### src/ilk_pkg.sv
// constants, types and register map of the guard-locking teach/lock controller
// assumes one 250 MHz clock and a classic wishbone slave with byte addressing
package ilk_pkg;

	localparam longint CLK_HZ = 64'd250000000;

	// printed times in their own units
	localparam longint TEACH_SWITCH_S = 64'd10;
	localparam longint TEACH_ABORT_MIN = 64'd5;
	localparam longint INHIBIT_MIN = 64'd10;
	localparam longint TEACH_BLINK_HZ = 64'd1;
	localparam longint PWRREQ_BLINK_HZ = 64'd3;
	localparam longint DEBOUNCE_US = 64'd10;
	localparam int FAULT_FLASHES = 5;

	// derived cycle counts; blink half periods round down, debounce rounds up
	localparam longint TEACH_SWITCH_CYC = CLK_HZ * TEACH_SWITCH_S;
	localparam longint TEACH_ABORT_CYC = CLK_HZ * 64'd60 * TEACH_ABORT_MIN;
	localparam longint INHIBIT_CYC = CLK_HZ * 64'd60 * INHIBIT_MIN;
	localparam longint BLINK1_HALF_CYC = CLK_HZ / (64'd2 * TEACH_BLINK_HZ);
	localparam longint BLINK3_HALF_CYC = CLK_HZ / (64'd2 * PWRREQ_BLINK_HZ);
	localparam longint DEBOUNCE_CYC_L = (CLK_HZ * DEBOUNCE_US + 64'd999999) / 64'd1000000;
	localparam logic [11:0] DEBOUNCE_CYC = 12'(DEBOUNCE_CYC_L);

	// red flash code: on/off half periods per burst plus a pause
	localparam logic [4:0] FLASH_SEQ_LEN = 5'(2 * FAULT_FLASHES + 4);

	localparam int TIMER_W = 40;
	localparam int CODE_W = 16;

	// register byte offsets
	localparam logic [3:0] REG_CFG = 4'h0;
	localparam logic [3:0] REG_STAT = 4'h4;
	localparam logic [3:0] REG_CODE = 4'h8;

	// config field positions
	localparam int CFG_TEACHABLE = 0;
	localparam int CFG_SINGLE = 1;
	localparam int CFG_REPEAT = 2;
	localparam int CFG_DOOR_MON = 3;
	localparam int CFG_PWR_LOCK = 4;
	localparam logic [4:0] CFG_RST = 5'h00;

	typedef enum logic [2:0] {
		ST_RUN = 3'h0,
		ST_TEACH = 3'h1,
		ST_PWRREQ = 3'h3,
		ST_ABORT = 3'h2
	} ilk_state_e;

	typedef struct packed {
		logic green;
		logic yellow;
		logic red;
	} ilk_leds_s;

	typedef struct packed {
		logic power_to_lock;
		logic door_monitor;
		logic repeat_teach_variant;
		logic single_teach_variant;
		logic teachable;
	} ilk_cfg_s;

endpackage

### src/ilk_top.sv
// teach-in, lock and safety-output control of a guard-locking switch
// assumes synchronous inputs, supply_ok low while operating power is removed,
// and code/teach bookkeeping registers that model non-volatile storage
`timescale 1ns/1ps
module ilk_top #(
	parameter logic [39:0] TEACH_SWITCH_CYC = 40'(ilk_pkg::TEACH_SWITCH_CYC),
	parameter logic [39:0] TEACH_ABORT_CYC = 40'(ilk_pkg::TEACH_ABORT_CYC),
	parameter logic [39:0] INHIBIT_CYC = 40'(ilk_pkg::INHIBIT_CYC),
	parameter logic [39:0] BLINK1_HALF_CYC = 40'(ilk_pkg::BLINK1_HALF_CYC),
	parameter logic [39:0] BLINK3_HALF_CYC = 40'(ilk_pkg::BLINK3_HALF_CYC)
) (
	input wire logic sys_clk,
	input wire logic arst_n,
	input wire logic wb_cyc_i,
	input wire logic wb_stb_i,
	input wire logic wb_we_i,
	input wire logic [3:0] wb_adr_i,
	input wire logic [3:0] wb_sel_i,
	input wire logic [31:0] wb_dat_i,
	output logic wb_ack_o,
	output logic [31:0] wb_dat_o,
	input wire logic supply_ok,
	input wire logic actuator_present,
	input wire logic [15:0] actuator_code,
	input wire logic guard_closed,
	input wire logic mag_cmd,
	input wire logic safety_feed_a,
	input wire logic safety_feed_b,
	input wire logic serial_diag_in,
	output logic serial_diag_chain,
	output logic safety_output_a,
	output logic safety_output_b,
	output logic lock_solenoid,
	output ilk_pkg::ilk_leds_s leds
);

	// true on the last cycle of a period of lim cycles
	function automatic logic period_hit(input logic [39:0] cnt, input logic [39:0] lim);
		period_hit = (cnt >= lim - 40'h1);
	endfunction

	ilk_pkg::ilk_cfg_s cfg_ff;
	ilk_pkg::ilk_state_e state_ff;
	logic supply_q_ff;
	logic fresh_ff;
	logic [39:0] phase_cnt_ff;
	logic [39:0] inhib_cnt_ff;
	logic [15:0] cand_code_ff;
	logic [15:0] stored_code_ff;
	logic code_valid_ff;
	logic [15:0] pending_code_ff;
	logic pending_ff;
	logic teach_used_ff;
	logic inhibit_pend_ff;
	logic seen_new_ff;
	logic mag_sync1_ff;
	logic mag_sync2_ff;
	logic mag_stable_ff;
	logic [11:0] deb_cnt_ff;
	logic [39:0] blink1_cnt_ff;
	logic [39:0] blink3_cnt_ff;
	logic blink1_ff;
	logic blink3_ff;
	logic [4:0] flash_seq_ff;
	logic wb_ack_ff;

	logic power_up;
	logic match;
	logic teach_allowed;
	logic lock_req;
	logic inhibit_done;
	logic nxt_enable;
	logic tick1;
	logic red_code;
	logic activate;
	logic wb_take;

	assign power_up = supply_ok & ~supply_q_ff;
	assign tick1 = period_hit(blink1_cnt_ff, BLINK1_HALF_CYC);
	assign inhibit_done = (inhib_cnt_ff >= INHIBIT_CYC);
	// standard coding takes any actuator, individual coding needs the stored code
	assign match = actuator_present &
		(cfg_ff.teachable ? (code_valid_ff & (actuator_code == stored_code_ff)) : 1'b1);
	assign teach_allowed = cfg_ff.teachable &
		(cfg_ff.repeat_teach_variant | ~teach_used_ff);
	// lock_req is high while the guard is meant to be locked
	assign lock_req = cfg_ff.power_to_lock ? mag_stable_ff : ~mag_stable_ff;
	// red burst: five on/off pulses, then a pause
	assign red_code = (flash_seq_ff < 5'(2 * ilk_pkg::FAULT_FLASHES)) & ~flash_seq_ff[0];
	// the taught code goes live on the first matching detection after power returns
	assign activate = (state_ff == ilk_pkg::ST_RUN) & pending_ff & actuator_present
		& (actuator_code == pending_code_ff);
	assign wb_take = wb_cyc_i & wb_stb_i & ~wb_ack_ff;

	// outputs need a matching actuator, closed guard, healthy chain and no inhibit
	always_comb begin
		nxt_enable = supply_ok & (state_ff == ilk_pkg::ST_RUN) & match & ~inhibit_pend_ff
			& guard_closed & safety_feed_a & safety_feed_b;
		if (!cfg_ff.door_monitor) begin
			nxt_enable = nxt_enable & lock_req;
		end
	end

	// magnet command line conditioning
	always_ff @(posedge sys_clk or negedge arst_n) begin
		if (!arst_n) begin
			mag_sync1_ff <= 1'b0;
			mag_sync2_ff <= 1'b0;
			mag_stable_ff <= 1'b0;
			deb_cnt_ff <= 12'h000;
		end else begin
			mag_sync1_ff <= mag_cmd;
			mag_sync2_ff <= mag_sync1_ff;
			if (mag_sync2_ff == mag_stable_ff) begin
				deb_cnt_ff <= 12'h000;
			end else if (deb_cnt_ff == ilk_pkg::DEBOUNCE_CYC - 12'h001) begin
				mag_stable_ff <= mag_sync2_ff;
				deb_cnt_ff <= 12'h000;
			end else begin
				deb_cnt_ff <= deb_cnt_ff + 12'h001;
			end
		end
	end

	// blink generators
	always_ff @(posedge sys_clk or negedge arst_n) begin
		if (!arst_n) begin
			blink1_cnt_ff <= 40'h0;
			blink3_cnt_ff <= 40'h0;
			blink1_ff <= 1'b0;
			blink3_ff <= 1'b0;
			flash_seq_ff <= 5'h00;
		end else if (!supply_ok) begin
			blink1_cnt_ff <= 40'h0;
			blink3_cnt_ff <= 40'h0;
			blink1_ff <= 1'b0;
			blink3_ff <= 1'b0;
			flash_seq_ff <= 5'h00;
		end else begin
			if (tick1) begin
				blink1_cnt_ff <= 40'h0;
				blink1_ff <= ~blink1_ff;
				if (state_ff != ilk_pkg::ST_ABORT ||
					flash_seq_ff == ilk_pkg::FLASH_SEQ_LEN - 5'h01) begin
					flash_seq_ff <= 5'h00;
				end else begin
					flash_seq_ff <= flash_seq_ff + 5'h01;
				end
			end else begin
				blink1_cnt_ff <= blink1_cnt_ff + 40'h1;
			end
			if (period_hit(blink3_cnt_ff, BLINK3_HALF_CYC)) begin
				blink3_cnt_ff <= 40'h0;
				blink3_ff <= ~blink3_ff;
			end else begin
				blink3_cnt_ff <= blink3_cnt_ff + 40'h1;
			end
		end
	end

	// power-up detection and the post-power-cycle teach window
	always_ff @(posedge sys_clk or negedge arst_n) begin
		if (!arst_n) begin
			supply_q_ff <= 1'b0;
			fresh_ff <= 1'b0;
		end else begin
			supply_q_ff <= supply_ok;
			if (power_up) begin
				fresh_ff <= 1'b1;
			end else if (!supply_ok || (actuator_present && state_ff == ilk_pkg::ST_RUN)) begin
				fresh_ff <= 1'b0;
			end
		end
	end

	// teach sequence; code bookkeeping survives supply loss like stored memory
	always_ff @(posedge sys_clk or negedge arst_n) begin
		if (!arst_n) begin
			state_ff <= ilk_pkg::ST_RUN;
			phase_cnt_ff <= 40'h0;
			cand_code_ff <= 16'h0000;
			stored_code_ff <= 16'h0000;
			code_valid_ff <= 1'b0;
			pending_code_ff <= 16'h0000;
			pending_ff <= 1'b0;
			teach_used_ff <= 1'b0;
		end else if (!supply_ok) begin
			state_ff <= ilk_pkg::ST_RUN;
			phase_cnt_ff <= 40'h0;
		end else begin
			case (state_ff)
			ilk_pkg::ST_RUN: begin
				phase_cnt_ff <= 40'h0;
				if (activate) begin
					stored_code_ff <= pending_code_ff;
					code_valid_ff <= 1'b1;
					pending_ff <= 1'b0;
					teach_used_ff <= 1'b1;
				end else if (fresh_ff && teach_allowed && actuator_present && !match
					&& !pending_ff && !inhibit_pend_ff) begin
					cand_code_ff <= actuator_code;
					state_ff <= ilk_pkg::ST_TEACH;
				end
			end
			ilk_pkg::ST_TEACH: begin
				if (!actuator_present) begin
					state_ff <= ilk_pkg::ST_RUN;
				end else if (phase_cnt_ff >= TEACH_SWITCH_CYC - 40'h1) begin
					pending_code_ff <= cand_code_ff;
					pending_ff <= 1'b1;
					phase_cnt_ff <= 40'h0;
					state_ff <= ilk_pkg::ST_PWRREQ;
				end else begin
					phase_cnt_ff <= phase_cnt_ff + 40'h1;
				end
			end
			ilk_pkg::ST_PWRREQ: begin
				if (phase_cnt_ff >= TEACH_ABORT_CYC - 40'h1) begin
					pending_ff <= 1'b0;
					state_ff <= ilk_pkg::ST_ABORT;
				end else begin
					phase_cnt_ff <= phase_cnt_ff + 40'h1;
				end
			end
			ilk_pkg::ST_ABORT: begin
				// held until the supply is cycled
				phase_cnt_ff <= 40'h0;
			end
			default: begin
				state_ff <= ilk_pkg::ST_RUN;
			end
			endcase
		end
	end

	// anti-tamper enabling inhibit
	always_ff @(posedge sys_clk or negedge arst_n) begin
		if (!arst_n) begin
			inhibit_pend_ff <= 1'b0;
			inhib_cnt_ff <= 40'h0;
			seen_new_ff <= 1'b0;
		end else if (!supply_ok) begin
			// a supply loss restarts the full inhibit period
			inhib_cnt_ff <= 40'h0;
			seen_new_ff <= 1'b0;
		end else if (activate) begin
			inhibit_pend_ff <= 1'b1;
			inhib_cnt_ff <= 40'h0;
			seen_new_ff <= 1'b1;
		end else if (inhibit_pend_ff) begin
			if (match) begin
				seen_new_ff <= 1'b1;
			end
			if (!inhibit_done) begin
				inhib_cnt_ff <= inhib_cnt_ff + 40'h1;
			end else if (seen_new_ff || match) begin
				inhibit_pend_ff <= 1'b0;
			end
		end
	end

	// pins
	always_ff @(posedge sys_clk or negedge arst_n) begin
		if (!arst_n) begin
			safety_output_a <= 1'b0;
			safety_output_b <= 1'b0;
			lock_solenoid <= 1'b0;
			serial_diag_chain <= 1'b0;
		end else begin
			// both channels switch together from one registered enable
			safety_output_a <= nxt_enable;
			safety_output_b <= nxt_enable;
			lock_solenoid <= supply_ok & mag_stable_ff;
			serial_diag_chain <= supply_ok & serial_diag_in;
		end
	end

	// indicator LEDs
	always_ff @(posedge sys_clk or negedge arst_n) begin
		if (!arst_n) begin
			leds <= '0;
		end else if (!supply_ok) begin
			leds <= '0;
		end else begin
			case (state_ff)
			ilk_pkg::ST_TEACH: begin
				leds <= '{green: 1'b0, yellow: blink1_ff, red: 1'b1};
			end
			ilk_pkg::ST_PWRREQ: begin
				leds <= '{green: 1'b0, yellow: blink3_ff, red: 1'b1};
			end
			ilk_pkg::ST_ABORT: begin
				leds <= '{green: 1'b1, yellow: 1'b0, red: red_code};
			end
			default: begin
				// run: green steady, flashing while the enabling inhibit runs
				leds.green <= inhibit_pend_ff ? blink1_ff : 1'b1;
				leds.yellow <= nxt_enable | (match & guard_closed & blink1_ff);
				leds.red <= 1'b0;
			end
			endcase
		end
	end

	// wishbone slave: one wait state, ack is a single-cycle pulse
	always_ff @(posedge sys_clk or negedge arst_n) begin
		if (!arst_n) begin
			wb_ack_ff <= 1'b0;
		end else begin
			wb_ack_ff <= wb_take;
		end
	end

	// configuration register, written through byte lane 0 only
	always_ff @(posedge sys_clk or negedge arst_n) begin
		if (!arst_n) begin
			cfg_ff <= ilk_pkg::CFG_RST;
		end else if (wb_take && wb_we_i && wb_sel_i[0] && wb_adr_i == ilk_pkg::REG_CFG) begin
			cfg_ff <= wb_dat_i[4:0];
		end
	end

	// read data loads on the take edge and holds; unmapped reads return zero
	always_ff @(posedge sys_clk or negedge arst_n) begin
		if (!arst_n) begin
			wb_dat_o <= 32'h00000000;
		end else if (wb_take) begin
			case (wb_adr_i)
			ilk_pkg::REG_CFG: begin
				wb_dat_o <= {27'h0, cfg_ff};
			end
			ilk_pkg::REG_STAT: begin
				wb_dat_o <= {20'h0, state_ff, inhibit_pend_ff, pending_ff, code_valid_ff,
					teach_used_ff, lock_req, nxt_enable, leds};
			end
			ilk_pkg::REG_CODE: begin
				wb_dat_o <= {pending_code_ff, stored_code_ff};
			end
			default: begin
				wb_dat_o <= 32'h00000000;
			end
			endcase
		end
	end

	assign wb_ack_o = wb_ack_ff;

endmodule

### config.mk
export PLATFORM = sky130hd
export DESIGN_NAME = ilk_top
export DESIGN_NICKNAME = d
export VERILOG_FILES = /design/src/ilk_pkg.sv /design/src/ilk_top.sv
export SDC_FILE = /design/constraint.sdc
export NUM_CORES = 1
export LEC_CHECK = 0
export ABC_AREA = 1
export BUFFER_PORTS_ARGS = -buffer_cell sky130_fd_sc_hd__buf_2
export CAP_MARGIN = 30
export CELL_PAD_IN_SITES_DETAIL_PLACEMENT = 1
export CELL_PAD_IN_SITES_GLOBAL_PLACEMENT = 2
export CORE_ASPECT_RATIO = 1.1
export CORE_MARGIN = 4
export CORE_UTILIZATION = 32
export CTS_CLUSTER_SIZE = 14
export DETAILED_ROUTE_END_ITERATION = 10
export PLACE_DENSITY = 0.76
export SLEW_MARGIN = 20
export SYNTH_ARGS = -nofsm -noshare
export SYNTH_HDL_FRONTEND = slang
export SYNTH_SLANG_ARGS = --single-unit
### constraint.sdc
create_clock -name sys_clk -period 1.9 [get_ports sys_clk]
set_clock_uncertainty 0.2 [all_clocks]
set_input_delay 0 -clock sys_clk [delete_from_list [all_inputs] [get_ports sys_clk]]
set_output_delay 0 -clock sys_clk [all_outputs]
set_load 0.005 [all_outputs]
After elaboration in Yosys (flattened, before gate mapping). Index checks and enable logic that the tools add are counted.

Add/subtract/negate cells: 6. $lt $le $gt $ge: 6. Equal/unequal tests: 28. Multiplexer cells: 51. Bitwise logic cells: 33. Reductions and logical operators: 30.

Operators with widths (count): 40-bit two-way mux (12); 40-bit by 1-bit adder with 40-bit output, second input constant (4); 40-bit one-hot mux with 3 select lines (1); 32-bit one-hot mux with 3 select lines (1); 40-bit by 26-bit >= comparator with 1-bit output, second input constant (1); 40-bit by 27-bit >= comparator with 1-bit output, second input constant (1); 40-bit by 32-bit >= comparator with 1-bit output, second input constant (1); 40-bit by 37-bit >= comparator with 1-bit output, second input constant (1); 40-bit by 38-bit >= comparator with 1-bit output, second input constant (1); 16-bit == test (2); 12-bit two-way mux (2); 1-bit two-way mux (22); 1-bit bitwise AND (21); 3-bit two-way mux (7); 5-bit two-way mux (3); 12-bit by 1-bit adder with 12-bit output, second input constant (1); 12-bit == test, second input constant (1); 3-bit != test, second input constant (4); 3-bit one-hot mux with 4 select lines (1); 2-bit != test, second input constant (5); 1-bit inverter (10); 1-bit logical AND (9); 3-bit by 2-bit != test with 1-bit output, second input constant (3); 3-bit one-hot mux with 3 select lines (1); 26 further kinds (39).

Flip-flop bits (word level): 283. Input port bits: 68.

Depth between registers and ports, before layout. Gate-level depths: netlist (run 1).

Word-level depth: 14. Gate-level depth with buffers: 15. Mapped depth without buffers: 15.

Worst setup path before layout (run 1). Ideal clock, no wire load.

Path type: reg2reg. Start point: register phase_cnt_ff[0]. End point: register phase_cnt_ff[25]. Arrival: 1.756 ns. Required time: 1.584 ns. Slack: -0.173 ns. Cell stages (with the launch flop): 15. Period minus slack after synthesis: 2.073 ns. Cells stage by stage: dfrtp_1 > ha_1 > nand2_2 > nor2_4 > nand2_2 > clkinv_2 > nand3_1 > nand3_2 > nand3_2 > nand2_2 > inv_2 > buf_6 > buf_6 > nand2_1 > nand2_1.

Cells in the longest elaborated chain, start to end: 5.

RTL lines: start, declared (RTL line ilk_top.sv:46) `logic [39:0] phase_cnt_ff;`; start signal, assigned (RTL line ilk_top.sv:214) `phase_cnt_ff <= phase_cnt_ff + 40'h1;`; start signal, assigned (RTL line ilk_top.sv:222) `phase_cnt_ff <= phase_cnt_ff + 40'h1;`; 40-bit by 1-bit adder with 40-bit output / 40-bit by 32-bit >= comparator with 1-bit output (equally long branches) (RTL line ilk_top.sv:214, ilk_top.sv:222, ilk_top.sv:208); 40-bit two-way mux (RTL line ilk_top.sv:208) `end else if (phase_cnt_ff >= TEACH_SWITCH_CYC - 40'h1) begin`; 40-bit two-way mux (RTL line ilk_top.sv:206) `if (!actuator_present) begin`; 40-bit one-hot mux with 3 select lines (RTL line ilk_top.sv:191) `case (state_ff)`; 40-bit two-way mux (RTL line ilk_top.sv:187) `end else if (!supply_ok) begin`.

Several ways; a longest one is shown, not always the timed one. The select of a mux whose other input is x is not followed. A chain may end at the register's enable or synchronous reset.

Worst setup path in the final report (run 1).
Start point: register inhib_cnt_ff[39]. End point: register inhib_cnt_ff[21].

Cells in the longest elaborated chain, start to end: 3.

RTL lines: start, declared (RTL line ilk_top.sv:47) `logic [39:0] inhib_cnt_ff;`; start signal, assigned (RTL line ilk_top.sv:255) `inhib_cnt_ff <= inhib_cnt_ff + 40'h1;`; 40-bit by 38-bit >= comparator with 1-bit output (RTL line ilk_top.sv:80) `assign inhibit_done = (inhib_cnt_ff >= INHIBIT_CYC);`; 3-bit by 2-bit != test with 1-bit output (no source line); 2-bit AND reduction (no source line).

No other way between the ends.

==> run metrics, run 1 <==
hold_ws between 50 and 60 ps; reg2reg end inhib_cnt_ff[21]; Root Driver clkbuf_16; flops & latches, synth about 280; CTS H-tree lvls 2; Ys Warns 0; failing checks negative setup slack; Mapped Area around 0.015 sq mm; DR DRC count 0; pin count of the biggest net entering global routing between 50 and 60; CP endpoint kind flip-flop; initial antenna violation count 1; Slew @ Worst Pin around 640 ps; area grow syn2layout 56.66%; critical path startpoint category flip-flop; register area share after synthesis around 46%; Die ar. ~0.052 sq mm; DP Wirelength 39020 um; area of the multi-input gates approximately 0.0092 sq mm; final period utilization 112.0%; synth top area cells dfrtp_1, nand2_1, nor2_1; Post-synth ARST share 100.0%; prevailing post-synth register cell dfrtp_1; final antenna-violating net count 0; register area roughly 0.0071 sq mm; gr usage total a little over a fifth; DR iter-0 viols about 640; final hold viol count 0; Max Fclk 0.4699 GHz; Setup WS post-layout -228.1 ps; DR pass1 iterations 5; Synth Instances 2047; fin. max-slew vios 0; crit path capture inhib_cnt_ff[21]; Lkg Pwr 11.23 nW; grt total ovfl 0; Setup CP Type flip-flop to flip-flop; RR Startpoint inhib_cnt_ff[39]; total routed wirelength a little under 60000 um; placed insts slightly above 3000; DIE HEIGHT between 200 and 250 um; RSZ-0062 raised after global routing yes; vias in the first global route about 17000; CTS Buffer Depth 3; crit path from inhib_cnt_ff[39]; peak supply drop between 0.6 and 0.7 mV; gp weighted congestion 0.8876; Clock Latency Late Sink roughly 560 ps; CORE AREA ~0.048 sq mm; R2R Setup Slk -230 ps; fraction of layout cells with a size suffix above 1 about two fifths; IO Port Bufs between 70 and 80; HP Class input pin to flip-flop; fill count 5673; FP Rows 84; max cap viols 0; total CTS buffers 36; EDFF count, synth 0; Wirelength per Cell 17.68 um; Non-Filler Instances between 3000 and 4000; Yosys top cell area share 45.54%; first-pass GRT wire length between 90000 and 100000 um; Initial Util between 30% and 40%; Layout Nets 2712; crit path time final between 2000 and 2500 ps; Synth cell types 51; CTS tree built; area leader, netlist dfrtp_1; vias per cell between 4 and 5; Critical Path AT around 2400 ps; Ports about 110; Worst Reg-to-Reg Cells 11; CP Data Required Time approximately 2200 ps; Clk pin slew, worst setup/hold paths 60 ps; status complete, but fails checks; via count about 16000; Max-slew headroom a little under three fifths; Sink Count between 200 and 300; DIE WIDTH approximately 220 um; critical path peak fanout 8; Mean Syn Cell Area around 7.6 sq um; power per cell area roughly 600 mW/mm^2; Final setup viols ~190
## registers in the layout, summed over array words and instances (netlist names), 2 cells and up
name / count
pending_code_ff: 16
leds: 3
stored_code_ff: 16
blink1_cnt_ff: 40
state_ff: 2
inhib_cnt_ff: 40
wb_dat_o: 32
cand_code_ff: 16
cfg_ff: 5
deb_cnt_ff: 12
flash_seq_ff: 5
phase_cnt_ff: 40
blink3_cnt_ff: 40
## worst max-delay path: stages, from the launching register on
cell and delay, ps:
dfrtp_1 390, nor2_2 150, nand2_1 90, nor3_2 190
buf_4 140, and3b_1 160, nand2_2 70, nand3_4 120
nand2_8 110, buf_12 150, buf_16 140, o21ai_4 120
## placed cells by master, fill, tap and decap left out, types with 43 or more instances in the layout
cell	synthesis	routed
nor2_2	9	56
buf_4	6	378
nor2_1	291	181
o21ai_1	38	54
nand2_1	517	418
clkbuf_16	0	43
nand4_1	75	75
dfrtp_1	282	272
nand2_2	8	85
nand3_1	104	74
nor2_4	2	65
inv_1	239	209
buf_2	25	76
o21ai_2	2	51
xor2_1	92	85
## kinds of logic after synthesis
kind of cell,share of synthesized area (%)
AO/OA/AOI/OAI,7.250
XOR/XNOR,6.612
adder cells (fa/ha/maj),0.8074
buffers and inverters,8.146
flip-flops,45.54
multiplexers,0.4359
other,0.02420
AND/OR/NAND/NOR,31.19
## synthesized netlist by cell type, types with 3 or more instances
cell type and instances:
nand3_2 9, inv_1 239, nand3b_1 9, nand4_1 75
buf_4 6, o31ai_1 18, inv_2 10, nand2_1 517
o22ai_1 14, and2_1 3, and3_1 4, o21ai_1 38
dfrtp_1 282, ha_1 10, buf_2 25, nor3_1 64
o21ai_0 92, nand3_1 104, xnor2_1 25, a21oi_1 28
nor2_1 291, buf_6 5, xor2_1 92, nor3b_1 3
nor2_2 9, clkbuf_1 21, nor4_1 10, nand2_2 8
mux2_2 6
## area by class of cell
| class | count | area share [%] |
|---|---|---|
| inverters | 252 | 4.061 |
| flip-flops and latches | 282 | 29.12 |
| multi-input cells | 1480 | 37.88 |
| clock inverters | 9 | 0.3608 |
| repair buffers | 580 | 20.96 |
| clock buffers | 52 | 4.205 |
| repair inverters | 2 | 0.08246 |
| diodes | 1 | 0.01031 |
| well taps | 645 | 3.324 |
## how the worst min path moves through the flow
stage                           start          endpoint  slack, ps  cells past startpoint
after floorplan                arst_n  blink1_cnt_ff[0]       -500                      0
after global placement         arst_n  phase_cnt_ff[18]       -170                      1
after detailed placement       arst_n  phase_cnt_ff[18]       -170                      1
after CTS                 wb_dat_i[1]         cfg_ff[1]         10                      3
after global routing      wb_dat_i[0]         cfg_ff[0]         30                      3
final                     wb_dat_i[3]         cfg_ff[3]         50                      3
## stage by stage
stage | setup WS, ps | setup TNS, ps | total power, W | area, sq um | util, %
finish | -228.1 | -22570 | 0.01448 | 24280 | 50.77
global route | -333.2 | -45060 | 0.01509 | 24280 | 50.77
CTS | -188.0 | -15930 | 0.01459 | 22510 | 47.07
detailed placement | -326.5 | -30750 | 0.007587 | 19620 | 41.03
global placement | -226.4 | -21010 | 0.007555 | 19620 | 41.03
floorplan | -90.85 | -2277 | 0.006847 | 15650 | -
## routing by layer
layer  track usage [%]  vias to the layer above  wire length (um)
li1                  -                     7712                 -
met1             25.95                     8102             24580
met2             39.48                      168             30850
met3             3.140                       93              1470
met4             5.516                        0              1490
met5                 0                        -                 0
## what timing repair did
action                                 4_1_cts  5_1_grt
setup buffers                               42       36
hold buffers                                41        3
endpoints found under the hold margin      382        9
pin swaps                                   52       82
gates resized for setup                    274      382
setup endpoints to repair                  193      206
gates cloned                                10       10
## report_power, final
group          leakage [nW]  internal (W)  switching [W]
registers              3.65       0.00613       0.000101
clock network         0.544       0.00386        0.00278
logic                  7.03      0.000665       0.000941
No activity file was read; power rests on OpenSTA's default activity.
==> inputs of run 2 (changes only) <==
--- a/config.mk
+++ b/config.mk
@@ -5,17 +5,16 @@
 export SDC_FILE = /design/constraint.sdc
 export NUM_CORES = 1
 export LEC_CHECK = 0
-export ABC_AREA = 1
 export BUFFER_PORTS_ARGS = -buffer_cell sky130_fd_sc_hd__buf_2
 export CAP_MARGIN = 30
 export CELL_PAD_IN_SITES_DETAIL_PLACEMENT = 1
 export CELL_PAD_IN_SITES_GLOBAL_PLACEMENT = 2
 export CORE_ASPECT_RATIO = 1.1
 export CORE_MARGIN = 4
-export CORE_UTILIZATION = 32
+export CORE_UTILIZATION = 35
 export CTS_CLUSTER_SIZE = 14
 export DETAILED_ROUTE_END_ITERATION = 10
-export PLACE_DENSITY = 0.76
+export PLACE_DENSITY = 0.75
 export SLEW_MARGIN = 20
 export SYNTH_ARGS = -nofsm -noshare
 export SYNTH_HDL_FRONTEND = slang
==> run 2 against run 1 <==
Compared with the run above:
- the run still ends with negative setup slack left
- cell area decreased by 14%
- sequential cell count unchanged
- cell count decreased by 30%
- global-route usage shrank 0.83 points
- largest power group unchanged
- wire length shrank 22%
- via count shrank 26%
- count of clock-buffer cells in the layout grew 1
- first-iteration DRC count shrank 20%
- worst setup slack got worse by 580 ps
==> run metrics, run 2 <==
post-synthesis adder-cell area fraction 0.9404% (was 0.8074%); status complete, but fails checks (unchanged); power per cell area 649.9 mW/mm^2 (was 596.5 mW/mm^2); grt total ovfl 0 (unchanged); DP Wirelength 26800 um (was 39020 um); commonest non-fill, non-tap cell in the layout buf_4 (was nand2_1); gr usage total 20.50% (was 21.32%); CP Data Required Time 2110 ps (was 2180 ps); Wirelength per Cell 19.54 um (was 17.68 um); area leader, netlist dfrtp_1 (unchanged); via count 11947 (was 16075); Max Fclk 0.3697 GHz (was 0.4699 GHz); Mean Syn Cell Area 10.23 sq um (was 7.571 sq um); CP endpoint kind flip-flop (unchanged); register area share after synthesis 53.04% (was 45.54%); Ports 108 (unchanged); Compound-Gate Fraction of Synth Area 8.943% (was 7.250%); area grow syn2layout 57.61% (was 56.66%); CORE AREA 0.03731 sq mm (was 0.04782 sq mm); Ys Warns 0 (unchanged); fin. max-slew vios 0 (unchanged); top post-synthesis cells by count dfrtp_1, nor2_1, nand2_1, nand3_1, xor2_1 (was nand2_1, nor2_1, dfrtp_1, inv_1, nand3_1); Clock Latency Late Sink 540 ps (was 560 ps); Yosys top cell area share 53.04% (was 45.54%); final period utilization 142.4% (was 112.0%); hold_ws 17.99 ps (was 53.82 ps); Cell Area, Placed 0.01687 sq mm (was 0.01962 sq mm); fill count 3940 (was 5673); CTS Buffer Depth 3 (unchanged); DR pass1 iterations 4 (was 5); total routed wirelength 45360 um (was 58390 um); final antenna-violating net count 0 (unchanged); placed insts 2136 (was 3114); xor/xnor share of the synthesized area 8.162% (was 6.612%); critical path peak fanout 5 (was 8); Critical Path AT 2910 ps (was 2410 ps); Setup CP Type flip-flop to flip-flop (unchanged); FP Rows 74 (was 84); vias in the first global route 13047 (was 17295); EDFF count, synth 0 (unchanged); first-pass GRT wire length 69470 um (was 90300 um); final hold viol count 0 (unchanged); fraction of layout cells with a size suffix above 1 45.59% (was 39.71%); Layout Nets 1878 (was 2712); CTS tree built (unchanged); Synth Area in Simple Gates 20.93% (was 31.19%); Mapped Area 0.01331 sq mm (was 0.01550 sq mm); Lkg Pwr 9.590 nW (was 11.23 nW); antenna fix cells 0 (was 1); Synth cell types 77 (was 51); peak supply drop 0.6038 mV (was 0.6697 mV); RSZ-0062 raised after global routing yes (unchanged); Slew @ Worst Pin 541.4 ps (was 643.6 ps); flops & latches, synth 282 (unchanged); setup tns final -94610 ps (was -22570 ps); HP Class input pin to flip-flop (unchanged); Final Util 56.20% (was 50.77%); largest family of logic cells by synthesized area simple AND/OR/NAND/NOR gates (unchanged); DIE HEIGHT 212.5 um (was 238.8 um); total CTS buffers 35 (was 36); vias per cell 5.147 (was 4.867); initial antenna violation count 0 (was 1); Sink Count 282 (unchanged); IO Port Bufs 77 (unchanged); Max-slew headroom 63.91% (was 57.09%); Initial Util 35.66% (was 32.41%); DR DRC count 0 (unchanged); Synth Instances 1301 (was 2047); gp weighted congestion 0.8064 (was 0.8876); prevailing post-synth register cell dfrtp_1 (unchanged); CTS H-tree lvls 2 (unchanged); Die ar. 0.04120 sq mm (was 0.05202 sq mm); max cap viols 0 (unchanged); Final Instance Area 0.02097 sq mm (was 0.02428 sq mm); mux share of post-synthesis cell area 5.417% (was 0.4360%); Setup WS post-layout -804.8 ps (was -228.1 ps); Root Driver clkbuf_16 (unchanged); Post-synth ARST share 100.0% (unchanged); failing checks negative setup slack (unchanged); critical path startpoint category flip-flop (unchanged); pin count of the biggest net entering global routing 81 (was 54); Final setup viols 195 (was 186); synth top area cells dfrtp_1, xor2_1, mux2_2 (was dfrtp_1, nand2_1, nor2_1); count leader, synth dfrtp_1 (was nand2_1); DIE WIDTH 193.9 um (was 217.8 um); commonest non-fill, non-tap cells in the layout buf_4, dfrtp_1, nand2_1 (was nand2_1, buf_4, dfrtp_1); Non-Filler Instances 2321 (was 3303); Clk pin slew, worst setup/hold paths 60 ps (about the same); crit path time final 2705 ps (was 2128 ps); DR iter-0 viols 512 (was 644)
-- run 2: cell count changes after synthesis, moves of 37 or more --
cell     delta
inv_1     -211
mux2_2     +50
nand2_1   -391
nor2_1    -141
nor3_1     -53
o21ai_1    -37
-- run 2: layer usage --
metal | up-vias | global-route usage [%] | wire, um
li1 | 5558 | - | -
met1 | 6150 | 25.34 | 18780
met2 | 174 | 37.74 | 24270
met3 | 65 | 2.932 | 1274
met4 | 0 | 5.577 | 1036
met5 | - | 0 | 0
-- run 2: kinds of logic after synthesis --
group,after synthesis
adders and majority gates,10
and+or+nand+nor,551
muxes,65
xor gates and xnor gates,124
other,1
DFF,282
buffers and inverters,84
AOI/OAI and AO/OA,184
-- run 2: layout make-up --
| type | count | area [sq um] | area share [%] |
|---|---|---|---|
| tap | 494 | 618.1 | 2.947 |
| clock buffer | 53 | 1075 | 5.125 |
| timing repair buffer | 491 | 4322 | 20.61 |
| multi-input combinational | 962 | 7647 | 36.47 |
| inverter | 28 | 107.6 | 0.5131 |
| clock inverter | 11 | 133.9 | 0.6384 |
| sequential | 282 | 7067 | 33.70 |
-- run 2: what timing repair did --
action	in CTS	in global routing
hold buffers	45	1
endpoints found under the setup margin	198	216
pin swaps	52	91
hold endpoints to repair	332	1
gates resized for setup	210	183
cloned	12	5
buffers inserted	41	29
-- run 2: worst paths after layout --
kind	slack, ps	cells past startpoint	end	startpoint
min in group asynchronous	460	4	blink1_cnt_ff[16]	arst_n
max reg2reg	-800	12	phase_cnt_ff[35]	phase_cnt_ff[10]
min	20	4	wb_dat_o[25]	wb_adr_i[3]
max	-800	12	phase_cnt_ff[35]	phase_cnt_ff[10]
min reg2reg	190	0	mag_sync2_ff	mag_sync1_ff
max in group asynchronous	610	4	wb_dat_o[22]	arst_n
-- run 2: report_power, final --
group / switching (W) / internal [W]
clock: 0.00275 / 0.00421
combinational: 0.000345 / 0.000231
sequential: 0.0000345 / 0.00607
total: 0.00313 / 0.0105
-- run 2: worst max-delay path: stages, from the launching register on --
cell and delay, ps:
dfrtp_2 430, buf_4 130, buf_4 90, buf_4 90
nand2_1 100, nor4_4 310, nand4_1 300, nor4_2 260
buf_4 190, nand4_1 140, buf_4 170, a21oi_2 120
mux2i_1 80
-- run 2: per-stage QoR --
| step | power [W] | setup WS (ps) |
|---|---|---|
| 2_1_floorplan | 0.006346 | -543.2 |
| 3_3_place_gp | 0.006659 | -625.3 |
| 3_5_place_dp | 0.006673 | -705.1 |
| 4_1_cts | 0.01378 | -627.1 |
| 5_1_grt | 0.01415 | -892.7 |
| 6_report | 0.01363 | -804.8 |
